<file path="src/wct_params.svh">
// Register offsets, reset values, field positions and fixed figures
`ifndef WCT_PARAMS_SVH
`define WCT_PARAMS_SVH
`define WCT_OFS_CH3_LOW_EVT 8'h2E
`define WCT_OFS_CH3_LOW_UB 8'h2F
`define WCT_OFS_CH4_HIGH_MARG 8'h30
`define WCT_OFS_CH4_HIGH_UB 8'h31
`define WCT_OFS_CH4_LOW_EVT 8'h32
`define WCT_OFS_CH4_LOW_UB 8'h33
`define WCT_OFS_CH5_HIGH_MARG 8'h34
`define WCT_OFS_STATUS 8'hF0
`define WCT_RST_HIGH_MARG 8'hF0
`define WCT_RST_HIGH_UB 8'hFF
`define WCT_RST_ZERO 8'h00
`define WCT_RD_IDLE 8'h00
`define WCT_NIB_UP 7:4
`define WCT_NIB_LO 3:0
`define WCT_MARGIN_SHIFT 3
`define WCT_CH4_ID 3'h4
`define WCT_ST_ALERT 0
`define WCT_ST_OUT 1
`define WCT_ST_CNT 7:4
`define WCT_CNT_ZERO 4'h0
`define WCT_CNT_ONE 4'h1
`define WCT_CNT_MAX 4'hF
`endif

</file>
<file path="src/wct_pkg.sv">
// State types of the window comparator register bank
package wct_pkg;
	typedef struct packed {
		logic [7:0] ch3_low_evt;
		logic [7:0] ch3_low_ub;
		logic [7:0] ch4_high_marg;
		logic [7:0] ch4_high_ub;
		logic [7:0] ch4_low_evt;
		logic [7:0] ch4_low_ub;
		logic [7:0] ch5_high_marg;
		logic [7:0] rdata;
	} wct_regs_s;
	typedef struct packed {
		logic [3:0] cnt;
		logic prev_out;
		logic alert;
	} wct_win_s;
endpackage

</file>
<file path="src/wct_cfg_if.sv">
// Limits, samples and status between register bank and comparator
`timescale 1ns/10ps
interface wct_cfg_if #(parameter int DW = 12);
	logic [DW-1:0] high_lim;
	logic [DW-1:0] low_lim;
	logic [3:0] margin;
	logic [3:0] count_n;
	logic smp_valid;
	logic [DW-1:0] smp_data;
	logic alert_clr;
	logic alert;
	logic out_now;
	logic [3:0] cnt;
	modport bank (output high_lim, low_lim, margin, count_n, smp_valid,
		smp_data, alert_clr, input alert, out_now, cnt);
	modport cmp (input high_lim, low_lim, margin, count_n, smp_valid,
		smp_data, alert_clr, output alert, out_now, cnt);
endinterface

</file>
<file path="src/wct_regs.sv">
// Threshold register bank with channel 4 window comparator
`timescale 1ns/10ps
`include "wct_params.svh"
module wct_regs #(
	parameter int DW = 12
) (
	input wire logic clk,
	input wire logic srst,
	input wire logic [7:0] reg_addr,
	input wire logic [7:0] reg_wdata,
	input wire logic reg_wr,
	input wire logic reg_rd,
	output logic [7:0] reg_rdata,
	input wire logic sample_valid,
	input wire logic [2:0] sample_chan,
	input wire logic [DW-1:0] sample_data,
	output logic ch4_alert
);
	wct_pkg::wct_regs_s cur_reg;
	wct_pkg::wct_regs_s cur_next;
	logic [7:0] status_byte;

	wct_cfg_if #(.DW(DW)) cfg ();

	// Limits assembled from upper byte and upper nibble of the margin or count byte
	function automatic logic [DW-1:0] join_lim(input logic [7:0] ub,
		input logic [7:0] nib_reg);
		join_lim = DW'({ub, nib_reg[`WCT_NIB_UP]});
	endfunction

	function automatic logic is_mapped(input logic [7:0] a);
		is_mapped = (a >= `WCT_OFS_CH3_LOW_EVT
			&& a <= `WCT_OFS_CH5_HIGH_MARG) || a == `WCT_OFS_STATUS;
	endfunction

	function automatic logic [7:0] read_byte(input wct_pkg::wct_regs_s s,
		input logic [7:0] a, input logic [7:0] st);
		if (a == `WCT_OFS_CH3_LOW_EVT)
			read_byte = s.ch3_low_evt;
		else if (a == `WCT_OFS_CH3_LOW_UB)
			read_byte = s.ch3_low_ub;
		else if (a == `WCT_OFS_CH4_HIGH_MARG)
			read_byte = s.ch4_high_marg;
		else if (a == `WCT_OFS_CH4_HIGH_UB)
			read_byte = s.ch4_high_ub;
		else if (a == `WCT_OFS_CH4_LOW_EVT)
			read_byte = s.ch4_low_evt;
		else if (a == `WCT_OFS_CH4_LOW_UB)
			read_byte = s.ch4_low_ub;
		else if (a == `WCT_OFS_CH5_HIGH_MARG)
			read_byte = s.ch5_high_marg;
		else if (a == `WCT_OFS_STATUS)
			read_byte = st;
		else
			read_byte = `WCT_RD_IDLE;
	endfunction

	// Live comparator state for software: alert, last sample out, count
	always_comb
	begin
		status_byte = `WCT_RST_ZERO;
		status_byte[`WCT_ST_ALERT] = cfg.alert;
		status_byte[`WCT_ST_OUT] = cfg.out_now;
		status_byte[`WCT_ST_CNT] = cfg.cnt;
	end

	always_comb
	begin
		cur_next = cur_reg;
		cur_next.rdata = `WCT_RD_IDLE;
		if (reg_wr)
		begin
			if (reg_addr == `WCT_OFS_CH3_LOW_EVT)
				cur_next.ch3_low_evt = reg_wdata;
			else if (reg_addr == `WCT_OFS_CH3_LOW_UB)
				cur_next.ch3_low_ub = reg_wdata;
			else if (reg_addr == `WCT_OFS_CH4_HIGH_MARG)
				cur_next.ch4_high_marg = reg_wdata;
			else if (reg_addr == `WCT_OFS_CH4_HIGH_UB)
				cur_next.ch4_high_ub = reg_wdata;
			else if (reg_addr == `WCT_OFS_CH4_LOW_EVT)
				cur_next.ch4_low_evt = reg_wdata;
			else if (reg_addr == `WCT_OFS_CH4_LOW_UB)
				cur_next.ch4_low_ub = reg_wdata;
			else if (reg_addr == `WCT_OFS_CH5_HIGH_MARG)
				cur_next.ch5_high_marg = reg_wdata;
		end
		// Unmapped reads answer zero rather than stalling the host
		if (reg_rd)
			cur_next.rdata = read_byte(cur_reg, reg_addr, status_byte);
	end

	always_ff @(posedge clk)
	begin
		if (srst)
		begin
			cur_reg.ch3_low_evt <= `WCT_RST_ZERO;
			cur_reg.ch3_low_ub <= `WCT_RST_ZERO;
			cur_reg.ch4_high_marg <= `WCT_RST_HIGH_MARG;
			cur_reg.ch4_high_ub <= `WCT_RST_HIGH_UB;
			cur_reg.ch4_low_evt <= `WCT_RST_ZERO;
			cur_reg.ch4_low_ub <= `WCT_RST_ZERO;
			cur_reg.ch5_high_marg <= `WCT_RST_HIGH_MARG;
			cur_reg.rdata <= `WCT_RD_IDLE;
		end
		else
			cur_reg <= cur_next;
	end

	// Only channel 4 has all four bytes here; its neighbours' halves are
	// held for software reads only and feed no comparator or output
	assign cfg.high_lim = join_lim(cur_reg.ch4_high_ub,
		cur_reg.ch4_high_marg);
	assign cfg.low_lim = join_lim(cur_reg.ch4_low_ub,
		cur_reg.ch4_low_evt);
	assign cfg.margin = cur_reg.ch4_high_marg[`WCT_NIB_LO];
	assign cfg.count_n = cur_reg.ch4_low_evt[`WCT_NIB_LO];
	assign cfg.smp_valid = sample_valid && sample_chan == `WCT_CH4_ID;
	assign cfg.smp_data = sample_data;
	assign cfg.alert_clr = reg_wr && reg_addr == `WCT_OFS_STATUS
		&& reg_wdata[`WCT_ST_ALERT];

	wct_window #(.DW(DW)) u_win (
		.clk(clk),
		.srst(srst),
		.cfg(cfg.cmp)
	);

	assign reg_rdata = cur_reg.rdata;
	assign ch4_alert = cfg.alert;
endmodule

</file>
<file path="src/wct_window.sv">
// Window comparator with hysteresis and consecutive-sample counter
`timescale 1ns/10ps
`include "wct_params.svh"
module wct_window #(
	parameter int DW = 12
) (
	input wire logic clk,
	input wire logic srst,
	wct_cfg_if.cmp cfg
);
	wct_pkg::wct_win_s cur_reg;
	wct_pkg::wct_win_s cur_next;
	logic [DW-1:0] hi_eff;
	logic [DW-1:0] lo_eff;
	logic [DW-1:0] marg_w;
	logic out_hi;
	logic out_lo;
	logic out_smp;
	logic set_evt;

	function automatic logic [DW-1:0] sat_sub(input logic [DW-1:0] a,
		input logic [DW-1:0] b);
		sat_sub = (a > b) ? a - b : '0;
	endfunction

	function automatic logic [DW-1:0] sat_add(input logic [DW-1:0] a,
		input logic [DW-1:0] b);
		logic [DW:0] s;
		s = {1'b0, a} + {1'b0, b};
		sat_add = s[DW] ? '1 : s[DW-1:0];
	endfunction

	// Margin only once the channel is already out, so a noisy sample
	// near a limit does not keep restarting the count
	always_comb
	begin
		marg_w = DW'(cfg.margin) << `WCT_MARGIN_SHIFT;
		hi_eff = cur_reg.prev_out ? sat_sub(cfg.high_lim, marg_w)
			: cfg.high_lim;
		lo_eff = cur_reg.prev_out ? sat_add(cfg.low_lim, marg_w)
			: cfg.low_lim;
		out_hi = cfg.smp_data > hi_eff;
		out_lo = cfg.smp_data < lo_eff;
		out_smp = out_hi || out_lo;
		set_evt = cfg.smp_valid && out_smp
			&& (cur_reg.cnt == cfg.count_n);
	end

	always_comb
	begin
		cur_next = cur_reg;
		if (cfg.smp_valid)
		begin
			cur_next.prev_out = out_smp;
			if (!out_smp)
				cur_next.cnt = `WCT_CNT_ZERO;
			else if (cur_reg.cnt != `WCT_CNT_MAX)
				cur_next.cnt = cur_reg.cnt + `WCT_CNT_ONE;
		end
		if (set_evt)
			cur_next.alert = 1'b1;
		else if (cfg.alert_clr)
			cur_next.alert = 1'b0;
	end

	always_ff @(posedge clk)
	begin
		if (srst)
			cur_reg <= '0;
		else
			cur_reg <= cur_next;
	end

	assign cfg.alert = cur_reg.alert;
	assign cfg.out_now = cur_reg.prev_out;
	assign cfg.cnt = cur_reg.cnt;
endmodule

</file>
<file path="config.mk">
export PLATFORM = sky130hd
export DESIGN_NAME = wct_regs
export DESIGN_NICKNAME = d
export VERILOG_FILES = /design/src/wct_pkg.sv /design/src/wct_cfg_if.sv /design/src/wct_regs.sv /design/src/wct_window.sv
export VERILOG_INCLUDE_DIRS = /design/src
export SDC_FILE = /design/constraint.sdc
export NUM_CORES = 1
export LEC_CHECK = 0
export BUFFER_PORTS_ARGS = -buffer_cell sky130_fd_sc_hd__clkbuf_2
export CAP_MARGIN = 15
export CORE_MARGIN = 2
export CORE_UTILIZATION = 25
export DETAILED_ROUTE_END_ITERATION = 8
export PLACE_DENSITY_LB_ADDON = 0.25
export SLEW_MARGIN = 20
export SYNTH_ARGS = -nofsm -noshare
export SYNTH_HDL_FRONTEND = slang
export SYNTH_SLANG_ARGS = --single-unit
export TNS_END_PERCENT = 100
</file>
<file path="constraint.sdc">
create_clock -name clk -period 9.47 [get_ports clk]
set_clock_uncertainty 0.1 [all_clocks]
set_input_delay 0.947 -clock clk [delete_from_list [all_inputs] [get_ports clk]]
set_output_delay 0.947 -clock clk [all_outputs]
set_load 0.01 [all_outputs]
</file>
Word-level counts from Yosys, hierarchy flattened

Index checks and enable logic that the tools add are counted.

Flip-flop bits (word level): 70
Bits of input ports: 36
Output and inout bits: 9
Logic and storage cells: 68

Add/subtract/negate cells: 3
Order comparisons: 3
Equal/unequal tests: 12
Muxes and demuxes: 16
Bitwise operators: 7
Reduce and logical (&&, ||, !) cells: 16

Operators by type and width:

| cell                | number |
|---|---|
| $mux 8              | 8 |
| $eq 8x6->1 const B  | 7 |
| $mux 12             | 4 |
| $add 12x7->13       | 1 |
| $gt 12x12->1        | 1 |
| $gt 12x7->1         | 1 |
| $lt 12x12->1        | 1 |
| $sub 12x7->12       | 1 |
| $eq 8x8->1 const B  | 1 |
| $mux 4              | 2 |
| $reduce_and 8->1    | 1 |
| $not 1->1           | 7 |
| $reduce_and 7->1    | 1 |
| $reduce_and 6->1    | 1 |
| $logic_and 1x1->1   | 5 |
| $reduce_and 5->1    | 1 |
| $add 4x1->4 const B | 1 |
| $eq 4x4->1          | 1 |
| $ne 4x4->1 const B  | 1 |
| $reduce_and 2->1    | 2 |
| $reduce_and 4->1    | 1 |
| $eq 3x3->1 const B  | 1 |
| $reduce_and 3->1    | 1 |
| $mux 1              | 2 |
| 4 further kinds     | 4 |

Longest topological paths before layout

Gate-level depths: netlist (run 1).

Word-level depth: 9
Depth in mapped cells: 16
Depth with buffers taken out: 16

Modules after synthesis

Synthesis (run 1) repeated with hierarchy kept, for this count alone.

Cell total of the unflattened synthesis: 558
Area, all modules: 4782.1 um2

Modules (own cells, without submodules):

| module     | times used | cells an instance | area an instance (um2) | seq. area each (um2) |
|---|---|---|---|---|
| wct_regs   | 1          | 352               | 3168.0                 | 1281.2 |
| wct_window | 1          | 206               | 1614.0                 | 120.1 |

Worst setup path before layout (run 1)

No wires, ideal clock.

Kind: flip-flop to flip-flop
From: register cur_reg, in the netlist cfg.margin[1]
To: register u_win.cur_reg, in the netlist u_win.cfg.cnt[2]
Setup time: 0.141 ns
Data arrival time: 3.384 ns
Data required time: 9.229 ns
Setup slack: 5.845 ns
Cell stages (with the launch flop): 16
Path buffers: 0
Clock period less this slack: 3.625 ns
Path through: dfxtp_1 > inv_1 > ha_1 > nor2b_1 > o21ai_0 > a21boi_0 > or4_1 > nor3_1 > mux2i_1 > ha_1 > nand4_1 > nor3_1 > a21boi_0 > a2111o_1 > a211oi_1 > a2111oi_0

Cells in the longest elaborated chain, start to end: 7
Elaborated cells on any way between the ends: 13
Those cells by class: add/sub (2); order compare (3); eq/ne (1); mux (5); reduce/logical (2)

RTL lines:

| what                                                | line                               | RTL |
|---|---|---|
| from (decl)                                         | wct_regs.sv:19                     | `wct_pkg::wct_regs_s cur_reg;` |
| from (signal assigned)                              | wct_regs.sv:107                    | `cur_reg <= cur_next;` |
| $sub 12x7->12, or another cell as far along         | wct_window.sv:23                   | `sat_sub = (a > b) ? a - b : '0;` |
| $mux 12 (on tied branches)                          | wct_window.sv:23, wct_window.sv:30 |  |
| $mux 12 (on tied branches)                          | wct_window.sv:38, wct_window.sv:40 |  |
| $gt 12x12->1 / $lt 12x12->1 (equally long branches) | wct_window.sv:42, wct_window.sv:43 |  |
| $logic_or 1x1->1 (*)                                | wct_window.sv:44                   | `out_smp = out_hi \|\| out_lo;` |
| $ne 2x2->1 (no source line)                         | -                                  |  |
| $reduce_and 2->1 (no source line)                   | -                                  |  |
| to (signal assigned)                                | wct_window.sv:71                   | `cur_reg <= cur_next;` |
| to (decl)                                           | wct_window.sv:11                   | `wct_pkg::wct_win_s cur_reg;` |

Mark *: on every way between the ends. The rest lies on a longest branch, timed or not.
A chain may end at the register's enable or synchronous reset.

Worst setup path after layout (run 1)

From: register u_win.cur_reg, in the netlist u_win.cfg.out_now
To: register u_win.cur_reg, in the netlist u_win.cfg.cnt[2]

Cells in the longest elaborated chain, start to end: 5
Elaborated cells on any way between the ends: 8
Those cells by class: order compare (2); eq/ne (1); mux (3); reduce/logical (2)

RTL lines:

| what                                                | line |
|---|---|
| $mux 12 (on tied branches)                          | wct_window.sv:38, wct_window.sv:40 |
| $gt 12x12->1 / $lt 12x12->1 (equally long branches) | wct_window.sv:42, wct_window.sv:43 |
| $logic_or 1x1->1 (*)                                | wct_window.sv:44 |
| $ne 2x2->1 (no source line)                         | - |
| $reduce_and 2->1 (no source line)                   | - |

Marks and branches as above.

==> impl_metrics.py, run 1 <==
metrics = {
    "clock_tree": {
        "root_buffer": "clkbuf_16",
        "postCtsHoldBufs": 0,
        "cts.clk_slew.worst_paths_ns": 0.06,
        "clockBufferDepth": 2,
        "post-cts-setup-buffers": 0,
        "ctsHtreeMaxLevel": 3,
        "numClockSinks": 70,
        "cts_resized": 0,
        "cts_tree": "yes",
        "clock_latency_ns": 0.33,
        "cts_made_buffers": 9,
    },
    "logic_synthesis": {
        "netlist_top_cells_area": "dfxtp_1, mux2i_1, ha_1, nor2_1, a211o_1",
        "ys_seq_area_frac": 0.317,
        "synth_cell_types": 60,
        "yosys_warnings": 0,
        "synth_seq_cells": 70,
        "netlist_area_sq_um": 4420,
        "synth_top_area_share": 0.317,
        "synth_largest_area_cell": "dfxtp_1",
        "synth_top_flop_cell": "dfxtp_1",
        "avgSynthCellArea_sq_um": 8.81,
        "netlist_instances": 502,
        "synth_nets": 572,
        "async_flop_share": 0,
        "synth_edf_count": 0,
    },
    "global_routing": {
        "grt_max_degree": 65,
        "grt.total_usage": 0.146,
        "antenna_found_initial": 0,
        "grt_pass1_wl_mm": 20.9,
        "grt_overflow": 0,
        "grt_pass1_vias": 3891,
    },
    "power_and_ir_drop": {
        "power_frac_clock": 0.530,
        "swShare": 0.227,
        "power_frac_seq": 0.402,
        "peakVddDrop_mv": 0.101,
        "p_leak_nw": 1.99,
        "intPower_uw": 571,
        "comb_power_share": 0.068,
        "switchingPower_uw": 167,
        "powerDensity_nw_per_um2": 144,
    },
    "timing": {
        "tns_ns": 0,
        "setup_viol": 0,
        "hold_viol_final": 0,
        "rsz0062_at_grt": "no",
        "timing.final.max_slew_violations": 0,
        "worst_pin_slew_ns": 0.742,
        "min_period_over_period": 0.449,
        "slew_headroom": 0.505,
        "fin_crit_ns": 4.26,
        "fmax_ghz": 0.235,
    },
    "worst_setup_path": {
        "end_kind": "flip-flop",
        "path_delay_family": "compound AO/OA/AOI/OAI gates",
        "critical_path_class": "reg2reg",
        "crit_fanout": 22,
        "worst_path_largest_cell_delay_ns": 0.67,
        "cp.arrival_ns": 4.33,
        "critical_path_buf_inv_count": 1,
        "start_kind": "flip-flop",
        "path_cells": "inv_1 -> or4b_1 -> nor4_1 -> xor2_1 -> o21ai_0 -> ha_1 -> nand4_1 -> nor3_1 -> a21boi_0 -> a2111o_1 -> a211oi_1 -> a2111oi_0",
        "critPathRequiredTime_ns": 9.55,
        "cp_slowest_cell": "or4b_1",
    },
    "floorplan": {
        "row_count": 48,
        "die-area_sq_um": 18800,
        "die_w_microns": 137,
        "io_pins": 45,
        "core-area_sq_um": 17300,
        "die_height_microns": 137,
        "start_util": 0.256,
    },
    "final_layout": {
        "diodes": 0,
        "largest_reg_flops": 24,
        "fin_nets": 596,
        "n_fill_cell": 1856,
        "syn_to_final_growth_pct": 15.7,
        "fin_area_sq_um": 5110,
        "drive_gt1_frac": 0.156,
    },
    "detailed_routing": {
        "routed_wl_mm": 13.3,
        "wl_per_cell_microns": 17.6,
        "ant_nets": 0,
        "dr_total_vias": 3884,
        "drcViolationCount": 0,
        "routed_via_density": 5.14,
        "first_pass_iters": 4,
        "dr.first_iter.drc_count": 219,
    },
    "flow_run": {
        "max_cap_viol_count": 0,
    },
    "placed_design": {
        "placedInstanceArea_sq_um": 4770,
        "dp.final_hpwl_mm": 10.2,
        "place.gp.congestion": 0.849,
        "port_buffers": 44,
    },
    "outcome": {
        "status": "finished clean",
    },
    "worst_hold_path": {
        "min_path_type": "reg2reg",
    },
}
## cell usage after synthesis (3+ instances only)
cell type and n:
a2111oi_0 4, a211o_1 16, a211oi_1 6, a21boi_0 4
a21oi_1 27, a22oi_1 9, buf_2 4, buf_4 10
clkbuf_1 16, dfxtp_1 70, ha_1 32, inv_1 18
mux2_2 5, mux2i_1 48, mux4_2 3, nand2_1 26
nand3_1 13, nand3b_1 3, nand4_1 9, nor2_1 73
nor2b_1 17, nor3_1 13, nor3_4 3, o21a_1 3
o21ai_0 16, o2bb2ai_1 3, o311ai_0 4, xnor2_1 3
xor2_1 6
## layer usage
metal	wire length [microns]	GRT usage	vias to the layer above	share of wire
li1	-	-	1878	-
met1	6210	0.191	1891	0.47
met2	6300	0.244	94	0.47
met3	512	0.0244	21	0.038
met4	304	0.0464	0	0.023
met5	0	0	-	0
## per-stage QoR
| step | setup slack, ns | total power, mW | hold WS [ns] | cells | utilization |
|---|---|---|---|---|---|
| 2_1_floorplan | 5.84 | 0.331 | 0.336 | 502 | - |
| 3_3_place_gp | 5.37 | 0.353 | 0.347 | 740 | 0.276 |
| 3_5_place_dp | 5.28 | 0.354 | 0.350 | 740 | 0.276 |
| 4_1_cts | 5.27 | 0.744 | 0.365 | 756 | 0.296 |
| 5_1_grt | 4.81 | 0.764 | 0.375 | 756 | 0.296 |
| 6_report | 5.21 | 0.739 | 0.370 | 756 | 0.296 |
## layout by cell type (no fill, tap or decap), types with 2 or more instances in the layout
master	n
clkbuf_2	44
o21a_1	3
nor2_1	73
or4_1	2
nor2b_1	17
a21boi_0	4
a211oi_1	6
clkinv_4	2
bufinv_16	3
mux2i_1	48
nand2b_1	2
a2111oi_0	4
nor3_1	13
o2bb2ai_1	3
o21ai_0	16
a211o_1	16
inv_1	18
xor2_1	6
a21oi_1	27
dfxtp_1	70
fa_1	2
nand4_1	9
a21o_1	2
ha_1	32
mux4_2	3
nand3_1	13
nor4_1	2
o311ai_0	4
xnor2_1	3
nor3_4	3
nand2_1	26
clkbuf_16	9
a22oi_1	9
mux2_2	5
nand3b_1	3
and3_1	2
## power by group through the flow
| stage | Sequential, mW | Clock (mW) | Combinational [mW] |
|---|---|---|---|
| floorplan | 0.302 | 0 | 0.0288 |
| global placement | 0.303 | 0 | 0.0499 |
| detailed placement | 0.303 | 0 | 0.0503 |
| CTS | 0.297 | 0.396 | 0.0506 |
| global route | 0.297 | 0.411 | 0.0559 |
| finish | 0.297 | 0.392 | 0.0503 |
## cells by family (layout without fill, tap and decap cells)
logic type                 after synthesis  in the layout  synth area share
and+or+nand+nor                        177            177             0.210
AOI/OAI and AO/OA                      106            106             0.166
DFF                                     70             70             0.317
muxes                                   56             56             0.137
buffers and inverters                   50             79            0.0521
adders and majority gates               34             34            0.0996
xor gates and xnor gates                 9              9            0.0178
## final timing paths
check                                      start                       endpoint  slack (ns)  depth (start not counted)
setup / recovery  u_win.cfg.out_now$_SDFFE_PP0P_  u_win.cfg.cnt[2]$_SDFFE_PP0P_        5.21                         12
hold / removal          cur_reg[14]$_SDFFE_PP1P_       cur_reg[14]$_SDFFE_PP1P_        0.37                          1
setup reg to reg  u_win.cfg.out_now$_SDFFE_PP0P_  u_win.cfg.cnt[2]$_SDFFE_PP0P_        5.21                         12
hold reg to reg         cur_reg[14]$_SDFFE_PP1P_       cur_reg[14]$_SDFFE_PP1P_        0.37                          1
## final cells by class
cell class / instances / area, sq um / area share
inverter: 18 / 67.6 / 0.0132
timing repair buffer: 45 / 228 / 0.0445
tap: 225 / 282 / 0.0551
sequential: 70 / 1400 / 0.274
multi-input combinational: 382 / 2790 / 0.545
clock inverter: 7 / 121 / 0.0237
clock buffer: 9 / 225 / 0.0440
(Power assumes the default switching activity.)
==> inputs of run 2 (changes only) <==
==> constraint.sdc (replaced) <==
create_clock -name clk -period 4.4 [get_ports clk]
set_clock_uncertainty 0.1 [all_clocks]
set_input_delay 0.44 -clock clk [delete_from_list [all_inputs] [get_ports clk]]
set_output_delay 0.44 -clock clk [all_outputs]
set_load 0.01 [all_outputs]
==> run 2 against run 1 <==
Global-route usage hardly changed. Cell count increased by 0.53%. Routed wire length decreased by 1.0%.
==> impl_metrics.py, run 2 (same netlist as run 1, synthesis figures left out) <==
metrics = {
    "worst_setup_path": {
        "reg2reg_depth": 15,
        "worst_path_largest_cell_delay_ns": 0.53,
        "critical_path_class": "reg2reg",
        "end_kind": "flip-flop",
        "crit_fanout": 4,
        "crit_start": "cfg.margin[2]$_SDFFE_PP0P_",
        "critPathRequiredTime_ns": 4.49,
        "path_cells": "inv_1 -> ha_1 -> nor2b_1 -> o21ai_0 -> or4b_1 -> nor4_2 -> xor2_1 -> o21ai_0 -> ha_1 -> nand4_1 -> nor3_1 -> a21boi_0 -> a2111o_1 -> a211oi_1 -> a2111oi_1",
        "start_kind": "flip-flop",
        "path_delay_family": "compound AO/OA/AOI/OAI gates",
        "r2r-start": "cfg.margin[2]$_SDFFE_PP0P_",
        "cp_slowest_cell": "or4b_1",
        "cp.depth": 15,
        "cp.arrival_ns": 4.19,
        "critical_path_buf_inv_count": 1,
    },
    "clock_tree": {
        "cts_resized": 0,
        "root_buffer": "clkbuf_16",
        "numClockSinks": 70,
        "postCtsHoldBufs": 0,
        "clockBufferDepth": 2,
        "ctsHtreeMaxLevel": 3,
        "cts.clk_slew.worst_paths_ns": 0.06,
        "cts_made_buffers": 9,
        "cts_tree": "yes",
        "clock_latency_ns": 0.34,
        "post-cts-setup-buffers": 0,
    },
    "power_and_ir_drop": {
        "swShare": 0.261,
        "p_leak_nw": 1.97,
        "power_frac_seq": 0.444,
        "peakVddDrop_mv": 0.209,
        "comb_power_share": 0.077,
        "switchingPower_uw": 375,
        "finalPower_mw": 1.44,
        "powerDensity_nw_per_um2": 282,
        "intPower_mw": 1.06,
        "power_frac_clock": 0.479,
    },
    "timing": {
        "setup_viol": 0,
        "slew_headroom": 0.510,
        "fin_crit_ns": 4.10,
        "fmax_ghz": 0.244,
        "hold_viol_final": 0,
        "tns_ns": 0,
        "min_period_over_period": 0.931,
        "worst_pin_slew_ns": 0.735,
        "rsz0062_at_grt": "no",
        "timing.final.max_slew_violations": 0,
    },
    "floorplan": {
        "die_w_microns": 137,
        "start_util": 0.256,
        "core-area_sq_um": 17300,
        "die_height_microns": 137,
        "die-area_sq_um": 18800,
        "io_pins": 45,
        "row_count": 48,
    },
    "detailed_routing": {
        "wl_per_cell_microns": 17.3,
        "routed_via_density": 5.04,
        "drcViolationCount": 0,
        "dr_total_vias": 3830,
        "dr.first_iter.drc_count": 203,
        "first_pass_iters": 4,
        "routed_wl_mm": 13.2,
        "ant_nets": 0,
    },
    "global_routing": {
        "grt_pass1_vias": 3777,
        "grt_overflow": 0,
        "antenna_found_initial": 0,
        "grt.total_usage": 0.146,
        "grt_max_degree": 52,
        "grt_pass1_wl_mm": 20.9,
    },
    "final_layout": {
        "fin_nets": 600,
        "layout_commonest_cell": "nor2_1",
        "instances_no_fill": 760,
        "drive_gt1_frac": 0.164,
        "syn_to_final_growth_pct": 15.1,
        "final_cell_mix": "nor2_1, dfxtp_1, mux2i_1, clkbuf_2, ha_1",
        "diodes": 0,
        "largest_reg_flops": 24,
    },
    "worst_hold_path": {
        "hold_depth": 2,
        "min_path_type": "in2reg",
        "hp-start": "reg_wdata[7]",
    },
    "placed_design": {
        "port_buffers": 44,
        "place.gp.congestion": 0.841,
        "dp.final_hpwl_mm": 10.2,
        "placed_cells_incl_taps": 744,
    },
    "flow_run": {
        "max_cap_viol_count": 0,
    },
    "outcome": {
        "status": "finished clean",
    },
}
[run 2: cell count changes in the layout (fill, tap and decap cells not counted), moves of 2 or more]
cell	before	now
a2111oi_1	0	2
bufinv_16	3	0
buf_4	1	5
a2111oi_0	4	2
[run 2: path summary, 6_finish.rpt]
kind | slack [ns] | to
setup / recovery | 0.30 | u_win.cfg.cnt[3]$_SDFFE_PP0P_
hold / removal | 0.32 | cfg.high_lim[11]$_SDFFE_PP1P_
setup reg to reg | 0.30 | u_win.cfg.cnt[3]$_SDFFE_PP0P_
hold reg to reg | 0.36 | cur_reg[12]$_SDFFE_PP1P_
[run 2: cell type report]
type,instances,area [sq um]
Clock buffer,9,225
Clock inverter,7,56.3
Fill cell,1859,12200
Inverter,18,67.6
Multi-Input combinational cell,382,2800
Sequential cell,70,1400
Tap cell,225,282
Timing Repair Buffer,49,258
[run 2: layer usage]
| layer | routed length [microns] | global-route usage | vias up |
|---|---|---|---|
| met3 | 437 | 0.0196 | 20 |
| met5 | 0 | 0 | - |
| met2 | 6440 | 0.248 | 72 |
| li1 | - | - | 1889 |
| met4 | 272 | 0.0538 | 0 |
| met1 | 6030 | 0.189 | 1849 |
[run 2: power groups by stage]
stage | combinational, mW | sequential, mW | clock [mW]
after floorplan | 0.0620 | 0.651 | 0
after global placement | 0.108 | 0.652 | 0
after detailed placement | 0.110 | 0.652 | 0
after CTS | 0.110 | 0.637 | 0.706
after global routing | 0.121 | 0.637 | 0.732
final | 0.110 | 0.638 | 0.689
[run 2: per-stage QoR]
stage / area [sq um] / setup WS (ns) / hold WS, ns / utilization
after floorplan: 4420 / 0.775 / 0.336 / -
after global placement: 4800 / 0.476 / 0.348 / 0.277
after detailed placement: 4800 / 0.277 / 0.354 / 0.277
after CTS: 5080 / 0.190 / 0.310 / 0.294
after global routing: 5090 / 0.0213 / 0.340 / 0.294
final: 5090 / 0.303 / 0.316 / 0.294
==> inputs of run 3 (changes only) <==
--- a/config.mk
+++ b/config.mk
@@ -11,7 +11,7 @@
 export CORE_MARGIN = 2
 export CORE_UTILIZATION = 25
 export DETAILED_ROUTE_END_ITERATION = 8
-export PLACE_DENSITY_LB_ADDON = 0.25
+export PLACE_DENSITY = 0.46
 export SLEW_MARGIN = 20
 export SYNTH_ARGS = -nofsm -noshare
 export SYNTH_HDL_FRONTEND = slang
==> run 3 against run 2 <==
Combinational power about the same. Final area decreased by 0.42%. Critical endpoint is now u_win.cfg.alert$_SDFFE_PP0P_. Sequential power about the same. Largest power group unchanged. Critical path type unchanged. Non-clock buffer count unchanged.
==> impl_metrics.py, run 3 (same netlist as run 1, synthesis figures left out) <==
metrics = {
    "global_routing": {
        "grt_pass1_wl_mm": 20.8,
        "antenna_found_initial": 0,
        "grt_pass1_vias": 3733,
        "grt_overflow": 0,
        "grt.total_usage": 0.147,
        "grt_max_degree": 49,
    },
    "worst_setup_path": {
        "start_kind": "flip-flop",
        "cp.arrival_ns": 4.07,
        "crit_start": "cfg.margin[2]$_SDFFE_PP0P_",
        "critPathRequiredTime_ns": 4.53,
        "crit_path_end": "u_win.cfg.alert$_SDFFE_PP0P_",
        "r2r-start": "cfg.margin[2]$_SDFFE_PP0P_",
        "end_kind": "flip-flop",
        "crit_fanout": 4,
        "rrSetupSlack_ns": 0.46,
        "r2r_end": "u_win.cfg.alert$_SDFFE_PP0P_",
        "reg2reg_depth": 15,
        "critical_path_class": "reg2reg",
    },
    "detailed_routing": {
        "drcViolationCount": 0,
        "wl_per_cell_microns": 17.5,
        "routed_via_density": 5.00,
        "dr.first_iter.drc_count": 247,
        "routed_wl_mm": 13.3,
        "first_pass_iters": 5,
        "ant_nets": 0,
        "dr_total_vias": 3788,
    },
    "clock_tree": {
        "root_buffer": "clkbuf_16",
        "clockBufferDepth": 2,
        "cts_made_buffers": 9,
        "clock_latency_ns": 0.34,
        "numClockSinks": 70,
        "cts_tree": "yes",
        "cts.clk_slew.worst_paths_ns": 0.06,
        "postCtsHoldBufs": 0,
        "ctsHtreeMaxLevel": 3,
    },
    "timing": {
        "holdWs_ns": 0.336,
        "min_period_over_period": 0.896,
        "tns_ns": 0,
        "setup_viol": 0,
        "rsz0062_at_grt": "no",
        "hold_viol_final": 0,
        "fin_crit_ns": 3.94,
        "slew_headroom": 0.517,
        "timing.final.max_slew_violations": 0,
        "fmax_ghz": 0.254,
        "worst_pin_slew_ns": 0.724,
    },
    "final_layout": {
        "multi_input_area_sq_um": 2790,
        "n_fill_cell": 1852,
        "diodes": 0,
        "layout_commonest_cell": "nor2_1",
        "drive_gt1_frac": 0.161,
        "fin_nets": 600,
        "final_cell_mix": "nor2_1, dfxtp_1, mux2i_1, clkbuf_2, ha_1",
        "seqCellArea_sq_um": 1400,
        "largest_reg_flops": 24,
        "syn_to_final_growth_pct": 14.6,
    },
    "floorplan": {
        "io_pins": 45,
        "die_height_microns": 137,
        "die_w_microns": 137,
        "die-area_sq_um": 18800,
        "core-area_sq_um": 17300,
        "start_util": 0.256,
        "row_count": 48,
    },
    "power_and_ir_drop": {
        "peakVddDrop_mv": 0.175,
        "powerDensity_nw_per_um2": 278,
        "p_leak_nw": 1.96,
    },
    "placed_design": {
        "place.gp.congestion": 0.863,
        "dp.final_hpwl_mm": 10.2,
        "port_buffers": 44,
    },
    "worst_hold_path": {
        "hp-start": "reg_wdata[3]",
        "min_path_type": "in2reg",
    },
    "flow_run": {
        "max_cap_viol_count": 0,
    },
    "outcome": {
        "status": "finished clean",
    },
}
## run 3: cell count changes in the layout (fill, tap and decap cells not counted)
cell	previous run	this run
clkinv_2	1	2
clkinvlp_4	1	2
a211oi_2	0	1
clkbuf_8	0	1
a2111oi_1	2	0
a211oi_1	6	5
clkinv_4	3	0
nor4_2	1	0
nor4_1	1	2
a2111oi_0	2	4
inv_6	2	0
## run 3: through the flow
stage | instance area, sq um | utilization | cells | power (mW) | setup slack, ns
6_report | 5070 | 0.293 | 758 | 1.41 | 0.457
2_1_floorplan | 4420 | - | 502 | 0.713 | 0.775
4_1_cts | 5060 | 0.293 | 758 | 1.42 | 0.332
3_3_place_gp | 4800 | 0.277 | 744 | 0.762 | 0.456
3_5_place_dp | 4800 | 0.277 | 744 | 0.762 | 0.354
5_1_grt | 5070 | 0.293 | 758 | 1.47 | 0.124
## run 3: cell type report
| cell class | count | share of cell area |
|---|---|---|
| Timing Repair Buffer | 49 | 0.0509 |
| Sequential cell | 70 | 0.277 |
| Multi-Input combinational cell | 382 | 0.551 |
| Inverter | 18 | 0.0133 |
| Tap cell | 225 | 0.0556 |
| Clock inverter | 4 | 0.00494 |
| Clock buffer | 10 | 0.0472 |
## run 3: metal layers
metal	routed length [microns]	share of wire	track usage
met1	6030	0.45	0.192
met4	272	0.021	0.0510
met5	0	0	0
met2	6510	0.49	0.244
met3	451	0.034	0.0226
## run 3: worst max-delay path, cell delays in order (launching register included)
cell,delay [ns]
dfxtp_1,0.43
inv_1,0.07
ha_1,0.32
nor2b_1,0.16
o21ai_0,0.21
or4b_1,0.50
nor4_1,0.26
xor2_1,0.17
o21ai_0,0.11
ha_1,0.31
nand4_1,0.10
nor3_1,0.25
a21boi_0,0.24
a2111o_1,0.18
a21oi_1,0.11
o41ai_1,0.33
## run 3: how the worst min path moves through the flow
stage               depth (start not counted)                           end  slack, ns
finish                                      2  cfg.high_lim[7]$_SDFFE_PP1P_       0.34
global route                                2  cfg.high_lim[9]$_SDFFE_PP1P_       0.36
CTS                                         2  cfg.high_lim[7]$_SDFFE_PP1P_       0.34
detailed placement                          1      cur_reg[15]$_SDFFE_PP1P_       0.35
global placement                            1      cur_reg[13]$_SDFFE_PP1P_       0.35
floorplan                                   1      cur_reg[12]$_SDFFE_PP1P_       0.34
## run 3: power breakdown
| group | switching [mW] | leakage, nW | total, mW | internal (mW) |
|---|---|---|---|---|
| Sequential | 0.00206 | 0.564 | 0.638 | 0.636 |
| Combinational | 0.0718 | 1.27 | 0.110 | 0.0387 |
| Clock | 0.272 | 0.126 | 0.660 | 0.388 |
| Total | 0.346 | 1.96 | 1.41 | 1.06 |
## run 3: timing repair
item                                    4_1_cts  5_1_grt
buffers inserted                              0        0
resized for setup                             0        1
endpoints found under the setup margin        0        2
